[src/shared/pass_thru_regs.svh]
// Register offsets, reset values and synchroniser width of the local register bank.
`ifndef PASS_THRU_REGS_SVH
`define PASS_THRU_REGS_SVH

// ------
// Local register byte offsets (7-bit byte address).
// ------
`define OFS_INCOMING_MBOX 7'h0C
`define OFS_OUTGOING_MBOX 7'h1C
`define OFS_TRANSFER_ADDR 7'h28
`define OFS_TRANSFER_DATA 7'h2C
`define OFS_MBOX_STATUS 7'h34
`define OFS_LOCAL_INT_CTRL 7'h38
`define OFS_LOCAL_RST_CTRL 7'h3C
`define OFS_REGION_CONFIG 7'h60

// ------
// Reset values and constant answers.
// ------
`define REGION_CONFIG_RESET 32'h80808080
`define ZERO_WORD 32'h00000000
`define ADDR_LOW_BITS 2'h0

// ------
// Pin synchroniser vector layout.
// ------
`define SYNC_WIDTH 47

`endif

[src/shared/pass_thru_pkg.sv]
// Types shared by the pass-through register bank and its helpers.
package pass_thru_pkg;

  // Pass-through sequencer states.
  typedef enum logic [1:0] {PT_IDLE, PT_STROBE, PT_WAIT, PT_PASSIVE} pt_state_type;

  // Layout of one region byte of the configuration word, msb first.
  typedef struct packed {
    logic strobe_mode;
    logic big_endian;
    logic wfifo_bypass;
    logic [1:0] prefetch;
    logic [2:0] wait_states;
  } region_cfg_type;

endpackage : pass_thru_pkg

[src/shared/cfg_port_if.sv]
// Write ports of both buses into the shared configuration word, and its value.
`timescale 1ns/10ps

interface cfg_port_if;
  logic host_we; // Host side write strobe.
  logic [3:0] host_be; // Host side byte enables.
  logic [31:0] host_data; // Host side write data.
  logic loc_we; // Local side write strobe.
  logic [3:0] loc_be; // Local side byte enables.
  logic [31:0] loc_data; // Local side write data.
  logic [31:0] value; // Current configuration word.
  modport store (input host_we, host_be, host_data, loc_we, loc_be, loc_data, output value);
  modport user (output host_we, host_be, host_data, loc_we, loc_be, loc_data, input value);
endinterface : cfg_port_if

[src/hdl/pin_sync.sv]
// Two flip-flop synchroniser for a bundle of pins from outside the clock domain.
`timescale 1ns/10ps

module pin_sync #(
  parameter int unsigned WIDTH = 1 // Number of pins carried.
)
(
  input wire logic i_clk,
  input wire logic i_rst_n,
  input wire logic i_ce,
  input wire logic [WIDTH-1:0] i_async,
  output logic [WIDTH-1:0] o_sync
);

  logic [WIDTH-1:0] meta_reg; // First stage, read only by the second stage.

  // ------
  // Both stages.
  // ------
  // The first stage may go metastable, so nothing but the second stage reads it.
  always_ff @(posedge i_clk)
  begin
    if (!i_rst_n)
    begin
      meta_reg <= '0;
      o_sync <= '0;
    end
    else if (i_ce)
    begin
      meta_reg <= i_async;
      o_sync <= meta_reg;
    end
  end

endmodule : pin_sync

[src/hdl/region_cfg_store.sv]
// Single physical configuration word written from the host bus and the local bus.
`timescale 1ns/10ps
`include "pass_thru_regs.svh"

module region_cfg_store (
  input wire logic i_clk,
  input wire logic i_rst_n,
  input wire logic i_ce,
  cfg_port_if.store port
);

  logic [31:0] cfg_reg; // The one stored word.

  assign port.value = cfg_reg;

  // ------
  // One byte lane per region.
  // ------
  // Writes in separate cycles simply leave the later one behind. When both sides
  // hit the same lane in one cycle the host write is taken.
  for (genvar lane = 0; lane < 4; lane++)
  begin : g_lane
    always_ff @(posedge i_clk)
    begin
      if (!i_rst_n)
        cfg_reg[lane*8 +: 8] <= 8'(`REGION_CONFIG_RESET >> (lane*8));
      else if (i_ce)
      begin
        if (port.host_we && port.host_be[lane])
          cfg_reg[lane*8 +: 8] <= port.host_data[lane*8 +: 8];
        else if (port.loc_we && port.loc_be[lane])
          cfg_reg[lane*8 +: 8] <= port.loc_data[lane*8 +: 8];
      end
    end
  end

endmodule : region_cfg_store

[src/hdl/pass_thru_local_regs.sv]
// Local register bank and pass-through sequencer of the bridge's add-on side.
//
// How it works
// one 32-bit config word, resets 80808080h.
// byte n configures pass-through region n+1.
// host and local share one word, last write wins.
// others must not retune during a transfer.
// active strobe mode pulses strobe one clock, drives address.
// strobe mode bit ignored in passive mode.
// bit 6 swaps local data to big endian.
// bit 5 accepts next write after previous taken.
// bit 5 clear buffers writes until FIFO full.
// bits 4:3 pick prefetch after each read.
// prefetch works in active and passive mode.
// active mode waits programmed clocks per data phase.
// wait input held low stretches the data phase.
// wait count ignored in passive mode.
// select, byte enables, read or write strobe.
// local pins sampled on add-on clock edges.
// other must avoid unmapped local addresses.
// decode the eight documented local offsets; only five are decoded, status, interrupt and reset control read as zero.
// incoming mailbox is read only locally.
// incoming mailbox read may raise host interrupt.
// incoming mailbox is host outgoing mailbox storage.
// passive transfers wait for local data register access.
// config writes touch only enabled byte lanes.
`timescale 1ns/10ps
`include "pass_thru_regs.svh"

module pass_thru_local_regs
  import pass_thru_pkg::*;
#(
  parameter int unsigned WFIFO_DEPTH = 8 // Write FIFO depth in DWORDs, a power of two.
)
(
  input wire logic i_clk,
  input wire logic i_rst_n,
  input wire logic i_ce,
  input wire logic i_addon_clk,
  input wire logic i_select_n,
  input wire logic [3:0] i_byte_enables,
  input wire logic i_rd_n,
  input wire logic i_wr_n,
  input wire logic [6:2] i_addr,
  input wire logic [31:0] i_data,
  output logic [31:0] o_data,
  output logic o_data_oe,
  input wire logic i_active_mode,
  input wire logic i_transfer_wait_n,
  output logic o_transfer_attention_n,
  output logic o_transfer_addr_strobe_n,
  input wire logic i_host_cfg_we,
  input wire logic [3:0] i_host_cfg_be,
  input wire logic [31:0] i_host_cfg_wdata,
  output logic [31:0] o_host_cfg_rdata,
  input wire logic i_host_mbox_we,
  input wire logic [3:0] i_host_mbox_be,
  input wire logic [31:0] i_host_mbox_wdata,
  output logic [31:0] o_host_mbox_rdata,
  input wire logic i_host_irq_en,
  output logic o_host_irq,
  input wire logic i_pt_valid,
  output logic o_pt_ready,
  input wire logic i_pt_write,
  input wire logic [1:0] i_pt_region,
  input wire logic [31:0] i_pt_addr,
  input wire logic [31:0] i_pt_wdata,
  output logic [31:0] o_pt_rdata,
  output logic o_pt_rvalid,
  output logic o_prefetch_start,
  output logic [1:0] o_prefetch_sel
);

  localparam int unsigned PW = $clog2(WFIFO_DEPTH); // FIFO pointer width.
  localparam int unsigned CW = $clog2(WFIFO_DEPTH + 1); // FIFO count width.

  // ------
  // Pin sampling.
  // ------
  logic [`SYNC_WIDTH-1:0] sync_vec; // Synchronised pins.
  logic clk_s, sel_n_s, rd_n_s, wr_n_s, wait_n_s, active_s; // Synchronised levels.
  logic [3:0] be_s; // Synchronised byte enables.
  logic [6:2] addr_s; // Synchronised word address.
  logic [31:0] data_s; // Synchronised data bus.
  logic clk_q_reg; // Previous add-on clock sample.
  logic rise; // One cycle at each add-on clock rising edge.

  pin_sync #(.WIDTH(`SYNC_WIDTH)) u_sync (
    .i_clk(i_clk),
    .i_rst_n(i_rst_n),
    .i_ce(i_ce),
    .i_async({i_addon_clk, i_select_n, i_rd_n, i_wr_n, i_transfer_wait_n, i_active_mode,
              i_byte_enables, i_addr, i_data}),
    .o_sync(sync_vec)
  );

  assign {clk_s, sel_n_s, rd_n_s, wr_n_s, wait_n_s, active_s, be_s, addr_s, data_s} = sync_vec;

  // Edge finder on the second synchroniser stage only.
  always_ff @(posedge i_clk)
  begin
    if (!i_rst_n)
      clk_q_reg <= 1'b0;
    else if (i_ce)
      clk_q_reg <= clk_s;
  end

  assign rise = clk_s && !clk_q_reg;

  // ------
  // Access decode.
  // ------
  logic [6:0] byte_addr; // Byte address of the local access.
  logic rd_level; // Local read strobe active with select.
  logic acc_rd, acc_wr; // Access taken at an add-on edge.
  logic [31:0] cfg_value; // Shared configuration word.

  assign byte_addr = {addr_s, `ADDR_LOW_BITS};
  assign rd_level = !sel_n_s && !rd_n_s && (be_s != 4'h0);
  assign acc_rd = rise && rd_level;
  assign acc_wr = rise && !sel_n_s && !wr_n_s && (be_s != 4'h0);

  // Merge enabled byte lanes of a write into an old word.
  function automatic logic [31:0] merge_be(input logic [31:0] old_w, input logic [31:0] new_w,
                                           input logic [3:0] be);
    logic [31:0] res;
    res = old_w;
    for (int b = 0; b < 4; b++)
      if (be[b])
        res[b*8 +: 8] = new_w[b*8 +: 8];
    return res;
  endfunction : merge_be

  // Byte order reversal for big endian regions.
  function automatic logic [31:0] swap_bytes(input logic [31:0] d);
    return {d[7:0], d[15:8], d[23:16], d[31:24]};
  endfunction : swap_bytes

  // ------
  // Shared configuration word.
  // ------
  cfg_port_if cfg_if ();

  assign cfg_if.host_we = i_host_cfg_we;
  assign cfg_if.host_be = i_host_cfg_be;
  assign cfg_if.host_data = i_host_cfg_wdata;
  assign cfg_if.loc_we = acc_wr && (byte_addr == `OFS_REGION_CONFIG);
  assign cfg_if.loc_be = be_s;
  assign cfg_if.loc_data = data_s;
  assign cfg_value = cfg_if.value;
  assign o_host_cfg_rdata = cfg_value;

  region_cfg_store u_cfg (
    .i_clk(i_clk),
    .i_rst_n(i_rst_n),
    .i_ce(i_ce),
    .port(cfg_if.store)
  );

  // ------
  // Mailboxes.
  // ------
  logic [31:0] in_mbox_reg; // Host outgoing mailbox, read locally as incoming.
  logic [31:0] out_mbox_reg; // Local outgoing mailbox, read by the host.
  logic irq_reg; // Host interrupt pulse.

  // Local writes to the incoming mailbox are dropped; only the host fills it.
  always_ff @(posedge i_clk)
  begin
    if (!i_rst_n)
      in_mbox_reg <= `ZERO_WORD;
    else if (i_ce && i_host_mbox_we)
      in_mbox_reg <= merge_be(in_mbox_reg, i_host_mbox_wdata, i_host_mbox_be);
  end

  // Local outgoing mailbox, any width.
  always_ff @(posedge i_clk)
  begin
    if (!i_rst_n)
      out_mbox_reg <= `ZERO_WORD;
    else if (i_ce && acc_wr && (byte_addr == `OFS_OUTGOING_MBOX))
      out_mbox_reg <= merge_be(out_mbox_reg, data_s, be_s);
  end

  assign o_host_mbox_rdata = out_mbox_reg;

  // A local read of the incoming mailbox raises a one-cycle host interrupt when enabled.
  always_ff @(posedge i_clk)
  begin
    if (!i_rst_n)
      irq_reg <= 1'b0;
    else if (i_ce)
      irq_reg <= acc_rd && (byte_addr == `OFS_INCOMING_MBOX) && i_host_irq_en;
  end

  assign o_host_irq = irq_reg;

  // ------
  // Pass-through write FIFO and read request.
  // ------
  logic [65:0] wf_mem [WFIFO_DEPTH]; // Entries of {region, address, data}.
  logic [PW-1:0] wf_wr_ptr, wf_rd_ptr; // FIFO pointers.
  logic [CW-1:0] wf_count; // FIFO fill level.
  logic wf_push, wf_pop, wf_full; // FIFO controls.
  logic rd_job_reg; // A host read waits for the sequencer.
  logic [1:0] rd_region_reg; // Region of the waiting read.
  logic [31:0] rd_addr_reg; // Address of the waiting read.
  pt_state_type state_reg; // Sequencer state.
  logic cur_write_reg; // Current job is a host write.
  logic seq_free; // Sequencer idle and no read waiting.
  region_cfg_type req_cfg; // Configuration of the offered request's region.

  assign wf_full = (wf_count == CW'(WFIFO_DEPTH));
  assign req_cfg = region_cfg_type'(cfg_value[i_pt_region*8 +: 8]);
  assign seq_free = (state_reg == PT_IDLE) && !rd_job_reg;

  // Bypass holds each write until the previous one left the local side.
  always_comb
  begin
    if (!i_pt_write)
      o_pt_ready = seq_free && (wf_count == '0);
    else if (req_cfg.wfifo_bypass)
      o_pt_ready = seq_free && (wf_count == '0);
    else
      o_pt_ready = !wf_full && !rd_job_reg && !((state_reg != PT_IDLE) && !cur_write_reg);
  end

  assign wf_push = i_pt_valid && o_pt_ready && i_pt_write;

  // FIFO storage and pointers.
  always_ff @(posedge i_clk)
  begin
    if (!i_rst_n)
    begin
      wf_wr_ptr <= '0;
      wf_rd_ptr <= '0;
      wf_count <= '0;
    end
    else if (i_ce)
    begin
      if (wf_push)
      begin
        wf_mem[wf_wr_ptr] <= {i_pt_region, i_pt_addr, i_pt_wdata};
        wf_wr_ptr <= wf_wr_ptr + 1'b1;
      end
      if (wf_pop)
        wf_rd_ptr <= wf_rd_ptr + 1'b1;
      if (wf_push && !wf_pop)
        wf_count <= wf_count + 1'b1;
      else if (wf_pop && !wf_push)
        wf_count <= wf_count - 1'b1;
    end
  end

  // Holding register for one host read.
  always_ff @(posedge i_clk)
  begin
    if (!i_rst_n)
    begin
      rd_job_reg <= 1'b0;
      rd_region_reg <= 2'h0;
      rd_addr_reg <= `ZERO_WORD;
    end
    else if (i_ce)
    begin
      if (i_pt_valid && o_pt_ready && !i_pt_write)
      begin
        rd_job_reg <= 1'b1;
        rd_region_reg <= i_pt_region;
        rd_addr_reg <= i_pt_addr;
      end
      else if (rise && (state_reg == PT_IDLE) && (wf_count == '0))
        rd_job_reg <= 1'b0;
    end
  end

  // ------
  // Pass-through sequencer, stepped on add-on clock edges.
  // ------
  logic [1:0] cur_region_reg; // Region of the current job.
  logic [31:0] cur_addr_reg, cur_data_reg; // Address and data of the current job.
  logic [2:0] ws_cnt_reg; // Remaining wait states.
  logic attn_n_reg, strobe_n_reg; // Link outputs.
  logic rvalid_reg, pf_start_reg; // Host pulses.
  logic [1:0] pf_sel_reg; // Prefetch size of the last read.
  logic [31:0] rdata_reg; // Read result for the host.
  region_cfg_type cur_cfg, head_cfg; // Configuration of current and next job.
  logic [65:0] wf_head; // FIFO head entry.
  logic start_job; // A job is loaded this edge.
  logic done_job; // The current job finishes this edge.
  logic pt_data_rd, pt_data_wr; // Local access to the transfer data register.
  logic [31:0] pass_in; // Passive read word including this edge's local write.

  assign wf_head = wf_mem[wf_rd_ptr];
  assign cur_cfg = region_cfg_type'(cfg_value[cur_region_reg*8 +: 8]);
  assign head_cfg = region_cfg_type'(cfg_value[(wf_count != '0 ? wf_head[65:64] : rd_region_reg)*8 +: 8]);
  assign start_job = rise && (state_reg == PT_IDLE) && ((wf_count != '0) || rd_job_reg);
  assign wf_pop = start_job && (wf_count != '0);
  assign pt_data_rd = acc_rd && (byte_addr == `OFS_TRANSFER_DATA);
  assign pt_data_wr = acc_wr && (byte_addr == `OFS_TRANSFER_DATA);
  // The write that completes a passive read must reach the answer in the same edge.
  assign pass_in = merge_be(cur_data_reg, cur_cfg.big_endian ? swap_bytes(data_s) : data_s,
                            cur_cfg.big_endian ? {be_s[0], be_s[1], be_s[2], be_s[3]} : be_s);

  // Completion of the data phase in either mode.
  always_comb
  begin
    case (state_reg)
      PT_WAIT: done_job = rise && wait_n_s && (ws_cnt_reg == 3'h0);
      PT_PASSIVE: done_job = cur_write_reg ? pt_data_rd : pt_data_wr;
      default: done_job = 1'b0;
    endcase
  end

  // State, link strobes and wait counting. The strobe drops together with the
  // attention signal and lasts one add-on clock.
  always_ff @(posedge i_clk)
  begin
    if (!i_rst_n)
    begin
      state_reg <= PT_IDLE;
      attn_n_reg <= 1'b1;
      strobe_n_reg <= 1'b1;
      ws_cnt_reg <= 3'h0;
    end
    else if (i_ce)
    begin
      case (state_reg)
        PT_IDLE:
        begin
          if (start_job)
          begin
            attn_n_reg <= 1'b0;
            ws_cnt_reg <= head_cfg.wait_states;
            if (!active_s)
              state_reg <= PT_PASSIVE;
            else if (head_cfg.strobe_mode)
            begin
              strobe_n_reg <= 1'b0;
              state_reg <= PT_STROBE;
            end
            else
              state_reg <= PT_WAIT;
          end
        end
        PT_STROBE:
        begin
          if (rise)
          begin
            strobe_n_reg <= 1'b1;
            state_reg <= PT_WAIT;
          end
        end
        PT_WAIT:
        begin
          if (done_job)
          begin
            attn_n_reg <= 1'b1;
            state_reg <= PT_IDLE;
          end
          else if (rise && wait_n_s)
            ws_cnt_reg <= ws_cnt_reg - 3'h1;
        end
        PT_PASSIVE:
        begin
          if (done_job)
          begin
            attn_n_reg <= 1'b1;
            state_reg <= PT_IDLE;
          end
        end
        default:
          state_reg <= PT_IDLE;
      endcase
    end
  end

  // Job fields; passive reads collect data from local writes to the data register.
  always_ff @(posedge i_clk)
  begin
    if (!i_rst_n)
    begin
      cur_write_reg <= 1'b0;
      cur_region_reg <= 2'h0;
      cur_addr_reg <= `ZERO_WORD;
      cur_data_reg <= `ZERO_WORD;
    end
    else if (i_ce)
    begin
      if (start_job)
      begin
        cur_write_reg <= (wf_count != '0);
        cur_region_reg <= (wf_count != '0) ? wf_head[65:64] : rd_region_reg;
        cur_addr_reg <= (wf_count != '0) ? wf_head[63:32] : rd_addr_reg;
        cur_data_reg <= (wf_count != '0) ? wf_head[31:0] : `ZERO_WORD;
      end
      else if (pt_data_wr && (state_reg == PT_PASSIVE) && !cur_write_reg)
        cur_data_reg <= pass_in;
    end
  end

  // Host read answer and prefetch start, in either mode.
  always_ff @(posedge i_clk)
  begin
    if (!i_rst_n)
    begin
      rvalid_reg <= 1'b0;
      pf_start_reg <= 1'b0;
      pf_sel_reg <= 2'h0;
      rdata_reg <= `ZERO_WORD;
    end
    else if (i_ce)
    begin
      rvalid_reg <= done_job && !cur_write_reg;
      pf_start_reg <= done_job && !cur_write_reg;
      if (done_job && !cur_write_reg)
      begin
        pf_sel_reg <= cur_cfg.prefetch;
        if (state_reg == PT_WAIT)
          rdata_reg <= cur_cfg.big_endian ? swap_bytes(data_s) : data_s;
        else
          rdata_reg <= pass_in;
      end
    end
  end

  assign o_transfer_attention_n = attn_n_reg;
  assign o_transfer_addr_strobe_n = strobe_n_reg;
  assign o_pt_rvalid = rvalid_reg;
  assign o_pt_rdata = rdata_reg;
  assign o_prefetch_start = pf_start_reg;
  assign o_prefetch_sel = pf_sel_reg;

  // ------
  // Local data bus drive.
  // ------
  logic [31:0] rd_mux; // Register read data.
  logic addr_next; // Strobe falls this edge, so the address must show with it.

  assign addr_next = start_job && active_s && head_cfg.strobe_mode;
  logic [31:0] pt_out; // Pass-through data in local byte order.
  logic [31:0] bus_reg; // Registered bus output.
  logic oe_reg; // Registered bus enable.

  assign pt_out = cur_cfg.big_endian ? swap_bytes(cur_data_reg) : cur_data_reg;

  // Register read multiplexer; unmapped offsets and left-out layouts read as zero.
  always_comb
  begin
    case (byte_addr)
      `OFS_INCOMING_MBOX: rd_mux = in_mbox_reg;
      `OFS_OUTGOING_MBOX: rd_mux = out_mbox_reg;
      `OFS_TRANSFER_ADDR: rd_mux = cur_addr_reg;
      `OFS_TRANSFER_DATA: rd_mux = pt_out;
      `OFS_REGION_CONFIG: rd_mux = cfg_value;
      default: rd_mux = `ZERO_WORD;
    endcase
  end

  // Register reads win the bus; otherwise a strobe-mode job drives address, then an active write drives data.
  always_ff @(posedge i_clk)
  begin
    if (!i_rst_n)
    begin
      bus_reg <= `ZERO_WORD;
      oe_reg <= 1'b0;
    end
    else if (i_ce)
    begin
      oe_reg <= rd_level || addr_next || (state_reg == PT_STROBE) || ((state_reg == PT_WAIT) && cur_write_reg);
      if (rd_level)
        bus_reg <= rd_mux;
      else if (addr_next)
        bus_reg <= (wf_count != '0) ? wf_head[63:32] : rd_addr_reg;
      else if (state_reg == PT_STROBE)
        bus_reg <= cur_addr_reg;
      else
        bus_reg <= pt_out;
    end
  end

  assign o_data = bus_reg;
  assign o_data_oe = oe_reg;

endmodule : pass_thru_local_regs

[config.mk]
export PLATFORM = sky130hd
export DESIGN_NAME = pass_thru_local_regs
export DESIGN_NICKNAME = d
export VERILOG_FILES = /design/src/shared/pass_thru_pkg.sv /design/src/shared/cfg_port_if.sv /design/src/hdl/pin_sync.sv /design/src/hdl/region_cfg_store.sv /design/src/hdl/pass_thru_local_regs.sv
export VERILOG_INCLUDE_DIRS = /design/src /design/src/shared
export SDC_FILE = /design/constraint.sdc
export NUM_CORES = 1
export LEC_CHECK = 0
export BUFFER_PORTS_ARGS = -buffer_cell sky130_fd_sc_hd__buf_2
export CAP_MARGIN = 40
export CORE_ASPECT_RATIO = 1.4
export CORE_UTILIZATION = 55
export CTS_CLUSTER_DIAMETER = 150
export CTS_CLUSTER_SIZE = 30
export DETAILED_ROUTE_END_ITERATION = 16
export PLACE_DENSITY_LB_ADDON = 0.1
export SLEW_MARGIN = 20
export SYNTH_ARGS = -nofsm -noshare
export SYNTH_HDL_FRONTEND = slang
export SYNTH_SLANG_ARGS = --single-unit
[constraint.sdc]
create_clock -name i_clk -period 13.4 [get_ports i_clk]
set_clock_uncertainty 0.05 [all_clocks]
set_input_delay 1.34 -clock i_clk [delete_from_list [all_inputs] [get_ports i_clk]]
set_output_delay 1.34 -clock i_clk [all_outputs]
set_load 0.005 [all_outputs]
---- Yosys cells after proc, flatten, opt, wreduce, memory -nomap -nowiden ----
Memory sizes are Yosys's and may differ from the RTL's. A register that Yosys moved wholly into a read port is not among the register bits.
Cells that the tools add are included.
operators by class
  add/subtract/negate cells ............... 5
  equal/unequal tests ..................... 16
  shift operators ......................... 3
  muxes and demuxes ....................... 58
  reductions and logical operators ........ 101
operator list
  kind                                                              number
  32-bit 2-to-1 mux                                                 10
  32-bit one-hot mux with 5 select lines                            1
  8-bit 2-to-1 mux                                                  12
  1-bit logical AND                                                 45
  2-bit AND reduction                                               20
  32-bit by 6-bit variable part select with 6-bit output            1
  32-bit by 6-bit variable part select with 7-bit output            1
  32-bit by 6-bit variable part select with 8-bit output            1
  2-bit nonzero test                                                11
  1-bit 2-to-1 mux                                                  15
  3-bit 2-to-1 mux                                                  5
  2-bit 2-to-1 mux                                                  7
  4-bit 2-to-1 mux                                                  3
  1-bit logical NOT                                                 11
  5-bit by 4-bit == test with 1-bit output (second input constant)  2
  2-bit inequality test (second input constant)                     5
  4-bit AND reduction                                               2
  4-bit nonzero test                                                2
  3-bit by 1-bit adder with 3-bit output (second input constant)    2
  1-bit one-hot mux with 2 select lines                             3
  2-bit one-hot mux with 3 select lines                             1
  3-bit one-hot mux with 2 select lines                             1
  6-bit AND reduction                                               1
  5-bit by 2-bit == test with 1-bit output (second input constant)  1
  15 further kinds                                                  20
word-level totals
  register bits ........................... 379
  RAM bits ................................ 528
  input bits .............................. 193
  output and inout port bits .............. 137
  logic and storage cells ................. 219
  memories ................................ 1
memory list
  memory  depth  width  read ports  clocked after memory_dff  wr ports  RTL line                     RTL
  wf_mem  8      66     1           1                         1         pass_thru_local_regs.sv:201  logic [65:0] wf_mem [WFIFO_DEPTH];

---- Longest topological paths before layout ----
  depth after elaboration ................. 12
  gate-level depth with buffers ........... 14

---- Hierarchy ----
A second synthesis with hierarchy kept.
unflattened totals
  cell total of the unflattened synthesis .. 2,818
  area, all modules ....................... 38,187.9 um^2
by module, submodules not included
  module                instances  cells an instance  area an instance (um^2)  sequential area each (um^2)
  pass_thru_local_regs  1          2,397              33,103.0                 20,980.1
  pin_sync              1          303                3,619.7                  1,881.8
  region_cfg_store      1          118                1,465.2                  640.6

---- Worst setup path before layout ----
OpenSTA, ideal clock, no wires.
  path type ............................... input to register
  from .................................... in i_pt_region[0]
  to ...................................... mem wf_mem[0][0] (enable)
  library setup time ...................... 0.571 ns
  arrival ................................. 7.046 ns
  slack ................................... 5.733 ns
  stages .................................. 5
  cells stage by stage .................... mux4_2 -> a211oi_1 -> and3_1 -> nand2b_1 -> nor3_1
on the way
  word-level cells in the longest chain between the ends .. 9
RTL lines
  element                                                 RTL line                     RTL
  start, declared                                         pass_thru_local_regs.sv:65   input wire logic [1:0] i_pt_region,
  32-bit by 6-bit variable part select with 6-bit output  pass_thru_local_regs.sv:214  assign req_cfg = region_cfg_type'(cfg_value[i_pt_region*8 +: 8]);
  1-bit 2-to-1 mux                                        pass_thru_local_regs.sv:222  else if (req_cfg.wfifo_bypass)
  1-bit 2-to-1 mux                                        pass_thru_local_regs.sv:220  if (!i_pt_write)
  1-bit logical AND (2 in series)                         pass_thru_local_regs.sv:228  assign wf_push = i_pt_valid && o_pt_ready && i_pt_write;
  1-bit 2-to-1 mux                                        pass_thru_local_regs.sv:241  if (wf_push)
  1-bit 2-to-1 mux                                        pass_thru_local_regs.sv:239  else if (i_ce)
  1-bit 2-to-1 mux                                        pass_thru_local_regs.sv:233  if (!i_rst_n)
  1-bit 2-to-1 mux (not written as such)                  pass_thru_local_regs.sv:243  wf_mem[wf_wr_ptr] <= {i_pt_region, i_pt_addr, i_pt_wdata};
  end, declared                                           pass_thru_local_regs.sv:201
Every way passes these cells.

---- Worst setup path in the final report ----
  from .................................... in i_pt_region[0]
  to ...................................... mem wf_mem[3][19] (enable)
The elaborated chain is that of the path after synthesis.

==> key figures <==
GRT
  • Total Routing Usage GR: between 30% and 40%
  • Pin count of the biggest net entering global routing: 149
  • GRT Residual Overflow: 0
  • First-pass GRT wire length: around 160000 um
  • Initial antenna violation count: 12
  • Vias in the first global route: 24.48k

Final layout
  • Nets: 3366
  • P&R area growth vs syn: 9.771%
  • Layout cells sized above 1: 19.76%
  • Max FFs per register: 528

Placed design
  • IO Port Bufs: around 330
  • Pre-CTS setup slack: 8.224 ns
  • Routability cong.: 0.9634
  • DPL Wire Length: a little under 80000 um

Yosys
  • Async set or reset register ratio after synthesis: 0%
  • Synth warn: 0
  • Largest family of logic cells by synthesized area: multiplexers
  • Post-synthesis adder-cell area fraction: less than 1%
  • XOR/XNOR share of the synthesized area: 0.1807%
  • Register area share after synthesis: 60.61%
  • Top_reg_cell synth: edfxtp_1
  • Post-synthesis mux area share: 17.37%
  • Post-synthesis net count: 3153
  • Compound-Gate Fraction of Synth Area: 9.277%
  • Yosys cell types: 63
  • Avg Cell Area, Syn: around 13 um2
  • Post-synth EDFFs: 528
  • Register bit total from synthesis: 910
  • Mapped cell area: 0.03878 mm2
  • Simple-gate share of the synthesized area: 9.761%
  • Post-Syn Instances: 2952

Route
  • DRT antenna net count: 0
  • Routed WL per cell: 27.40 um
  • Routed via count: 25.44k
  • DRC viols: 0
  • Post-Route WL: ~110000 um
  • Vias per cell: just over 6
  • DRT iter0 DRCs: 2776
  • First-pass DRT Iterations: 6

STA
  • Worst Slack Setup Final: 8.873 ns
  • Worst slew margin: 40.30%
  • Slew @ Worst Pin: 0.8706 ns
  • RSZ-0062 raised after global routing: false
  • Setup TNS: 0 ns
  • Max Slew Vio Count: 0
  • Achievable Freq: 0.2209 GHz
  • Hold Fails Final Rpt: 0
  • Final setup violation count: 0
  • Final min period: about 4.5 ns
  • Tcrit/Tclk final: approximately 34%

Power and ir drop
  • Pwr per Cell Area: 111.2 mW/mm2
  • Power Total: 4735 uW
  • Seq pwr share: 63.9%
  • Int Power: 3629 uW
  • Switching share of power: 23.37%
  • Maximum vdd drop: 89.89 uV
  • Logic pwr share: between 7 and 8%
  • Clock power frac: 28.8%
  • Pleak: 0.01414 uW
  • P_sw: 1107 uW

Floorplanning
  • Initial Util: 55.82%
  • Die height: ~320 um
  • Core ar.: 0.06946 mm2
  • Die Width: 226.4 um
  • Std cell rows: 114
  • Io pins: 330
  • Die Footprint: ~0.072 mm2

Clock tree
  • Post-CTS Hold Buffers: 0
  • TritonCTS clock tree: yes
  • Htree depth: 2
  • Post-CTS setup buffers: 0
  • Post-CTS sizing: 0
  • TritonCTS buffer count: 36
  • Clock Sinks: 910
  • Max clock buf depth: 3
  • CTS root buf: clkbuf_16
  • Clk pin slew, worst setup/hold paths: 0.11 ns
  • Worst skew pair latency: 0.62 ns

Worst setup path
  • R2R cell count: 9
  • CP max-delay cell: buf_4
  • Crit-path cells: buf_2 > mux4_2 > a211oi_1 > and3_1 > nand2b_1 > nor2_4 > buf_4
  • R2R setup slack: 9.26 ns
  • Setup crit end kind: flip-flop
  • CP required: 13.58 ns
  • CP Launch Type: primary input
  • Worst-path fanout max: 49
  • WS Path Type: primary input to flip-flop
  • WP data arrival: 4.70 ns
  • Critical Path Max Stage Delay: 0.75 ns

Worst hold path
  • Tightest Hold Check Type: flip-flop to flip-flop
  • WHS Path Cells: 2

Status
  • Outcome: completed

Flow run
  • Max_cap viols: 0
-- metrics by stage --
| step | utilization, % | hold slack (ns) | instance area, um2 | instances |
|---|---|---|---|---|
| detailed placement | 59.67 | 0.3920 | 41450 | 4048 |
| global placement | 59.21 | 0.3914 | 41130 | 4035 |
| finish | 61.28 | 0.4026 | 42560 | 4115 |
| CTS | 61.13 | 0.4055 | 42460 | 4105 |
| global route | 61.26 | 0.4223 | 42560 | 4112 |
| floorplan | - | 0.3937 | 38780 | 2952 |
-- critical path: cells and delay by family --
family | cells | cell delay (ns)
AND/OR/NAND/NOR | 3 | 1.15
AO/OA/AOI/OAI | 1 | 0.60
multiplexers | 1 | 0.55
buffers and inverters | 2 | 0.98
-- power by group through the flow --
stage	clock, uW	combinational (uW)	sequential [uW]
floorplan	0	203	3070
global placement	0	330	3090
detailed placement	0	341	3090
CTS	1390	341	3030
global route	1480	370	3030
finish	1360	346	3030
-- path summary, 6_finish.rpt --
| check | startpoint | end |
|---|---|---|
| max | i_pt_region[0] | wf_mem[3][19]$_DFFE_PP_ |
| min | o_pt_rdata[27]$_SDFFE_PN0P_ | o_pt_rdata[27]$_SDFFE_PN0P_ |
| max reg2reg | flip-flop | cur_data_reg[21]$_SDFFE_PN0P_ |
| min reg2reg | o_pt_rdata[27]$_SDFFE_PN0P_ | o_pt_rdata[27]$_SDFFE_PN0P_ |
-- cells by family (layout without fill, tap and decap cells) --
kind of cell | after synthesis | after routing
flops | 910 | 910
simple gates | 789 | 789
compound gates | 510 | 510
mux | 497 | 497
buf+inv | 230 | 462
fa+ha+maj | 8 | 8
xor+xnor | 8 | 8
other cells | 0 | 3
-- cells in the final DEF (no fill, tap or decap), drive strengths merged, types with 32 or more instances in the layout --
cell type / Yosys / final
a22oi: 32 / 32
mux2i: 330 / 330
o21ai: 110 / 110
a221o: 32 / 32
nand2: 340 / 340
o211ai: 36 / 36
o221ai: 33 / 33
clkbuf: 139 / 60
o22ai: 32 / 32
dfxtp: 382 / 382
a31oi: 34 / 34
edfxtp: 528 / 528
mux4: 137 / 137
nor2: 118 / 118
nand4: 36 / 36
nand3: 50 / 50
o21a: 35 / 35
a21boi: 139 / 139
buf: 79 / 387
nor2b: 194 / 194
-- cell usage after synthesis (35+ instances only) --
library cell | instances | share of area, %
o211ai_1 | 36 | 0.70
clkbuf_1 | 137 | 1.3
nor2_1 | 118 | 1.1
o21ai_0 | 106 | 1.4
nand3_1 | 50 | 0.65
edfxtp_1 | 528 | 41
nand4_1 | 36 | 0.58
nor2b_1 | 194 | 3.1
nand2_1 | 340 | 3.3
o21a_1 | 35 | 0.68
mux2i_1 | 330 | 8.5
buf_2 | 40 | 0.52
dfxtp_1 | 382 | 20
a21boi_0 | 125 | 2.4
mux4_2 | 135 | 7.8
-- cell type report --
class / instances / area [um2]
Antenna cell: 3 / 7.507
Clock buffer: 54 / 968.4
Clock inverter: 3 / 45.04
Fill cell: 5512 / 26900
Inverter: 12 / 45.04
Multi-Input combinational cell: 1812 / 14420
Sequential cell: 910 / 23520
Tap cell: 928 / 1161
Timing Repair Buffer: 393 / 2405
-- layer usage --
layer | GRT usage, % | routed length [um]
met2 | 49.57 | 52190
met3 | 4.846 | 7334
met5 | 0 | 80
met4 | 18.92 | 7869
met1 | 41.31 | 45260
Note: power is estimated with default switching activity, not from simulation.
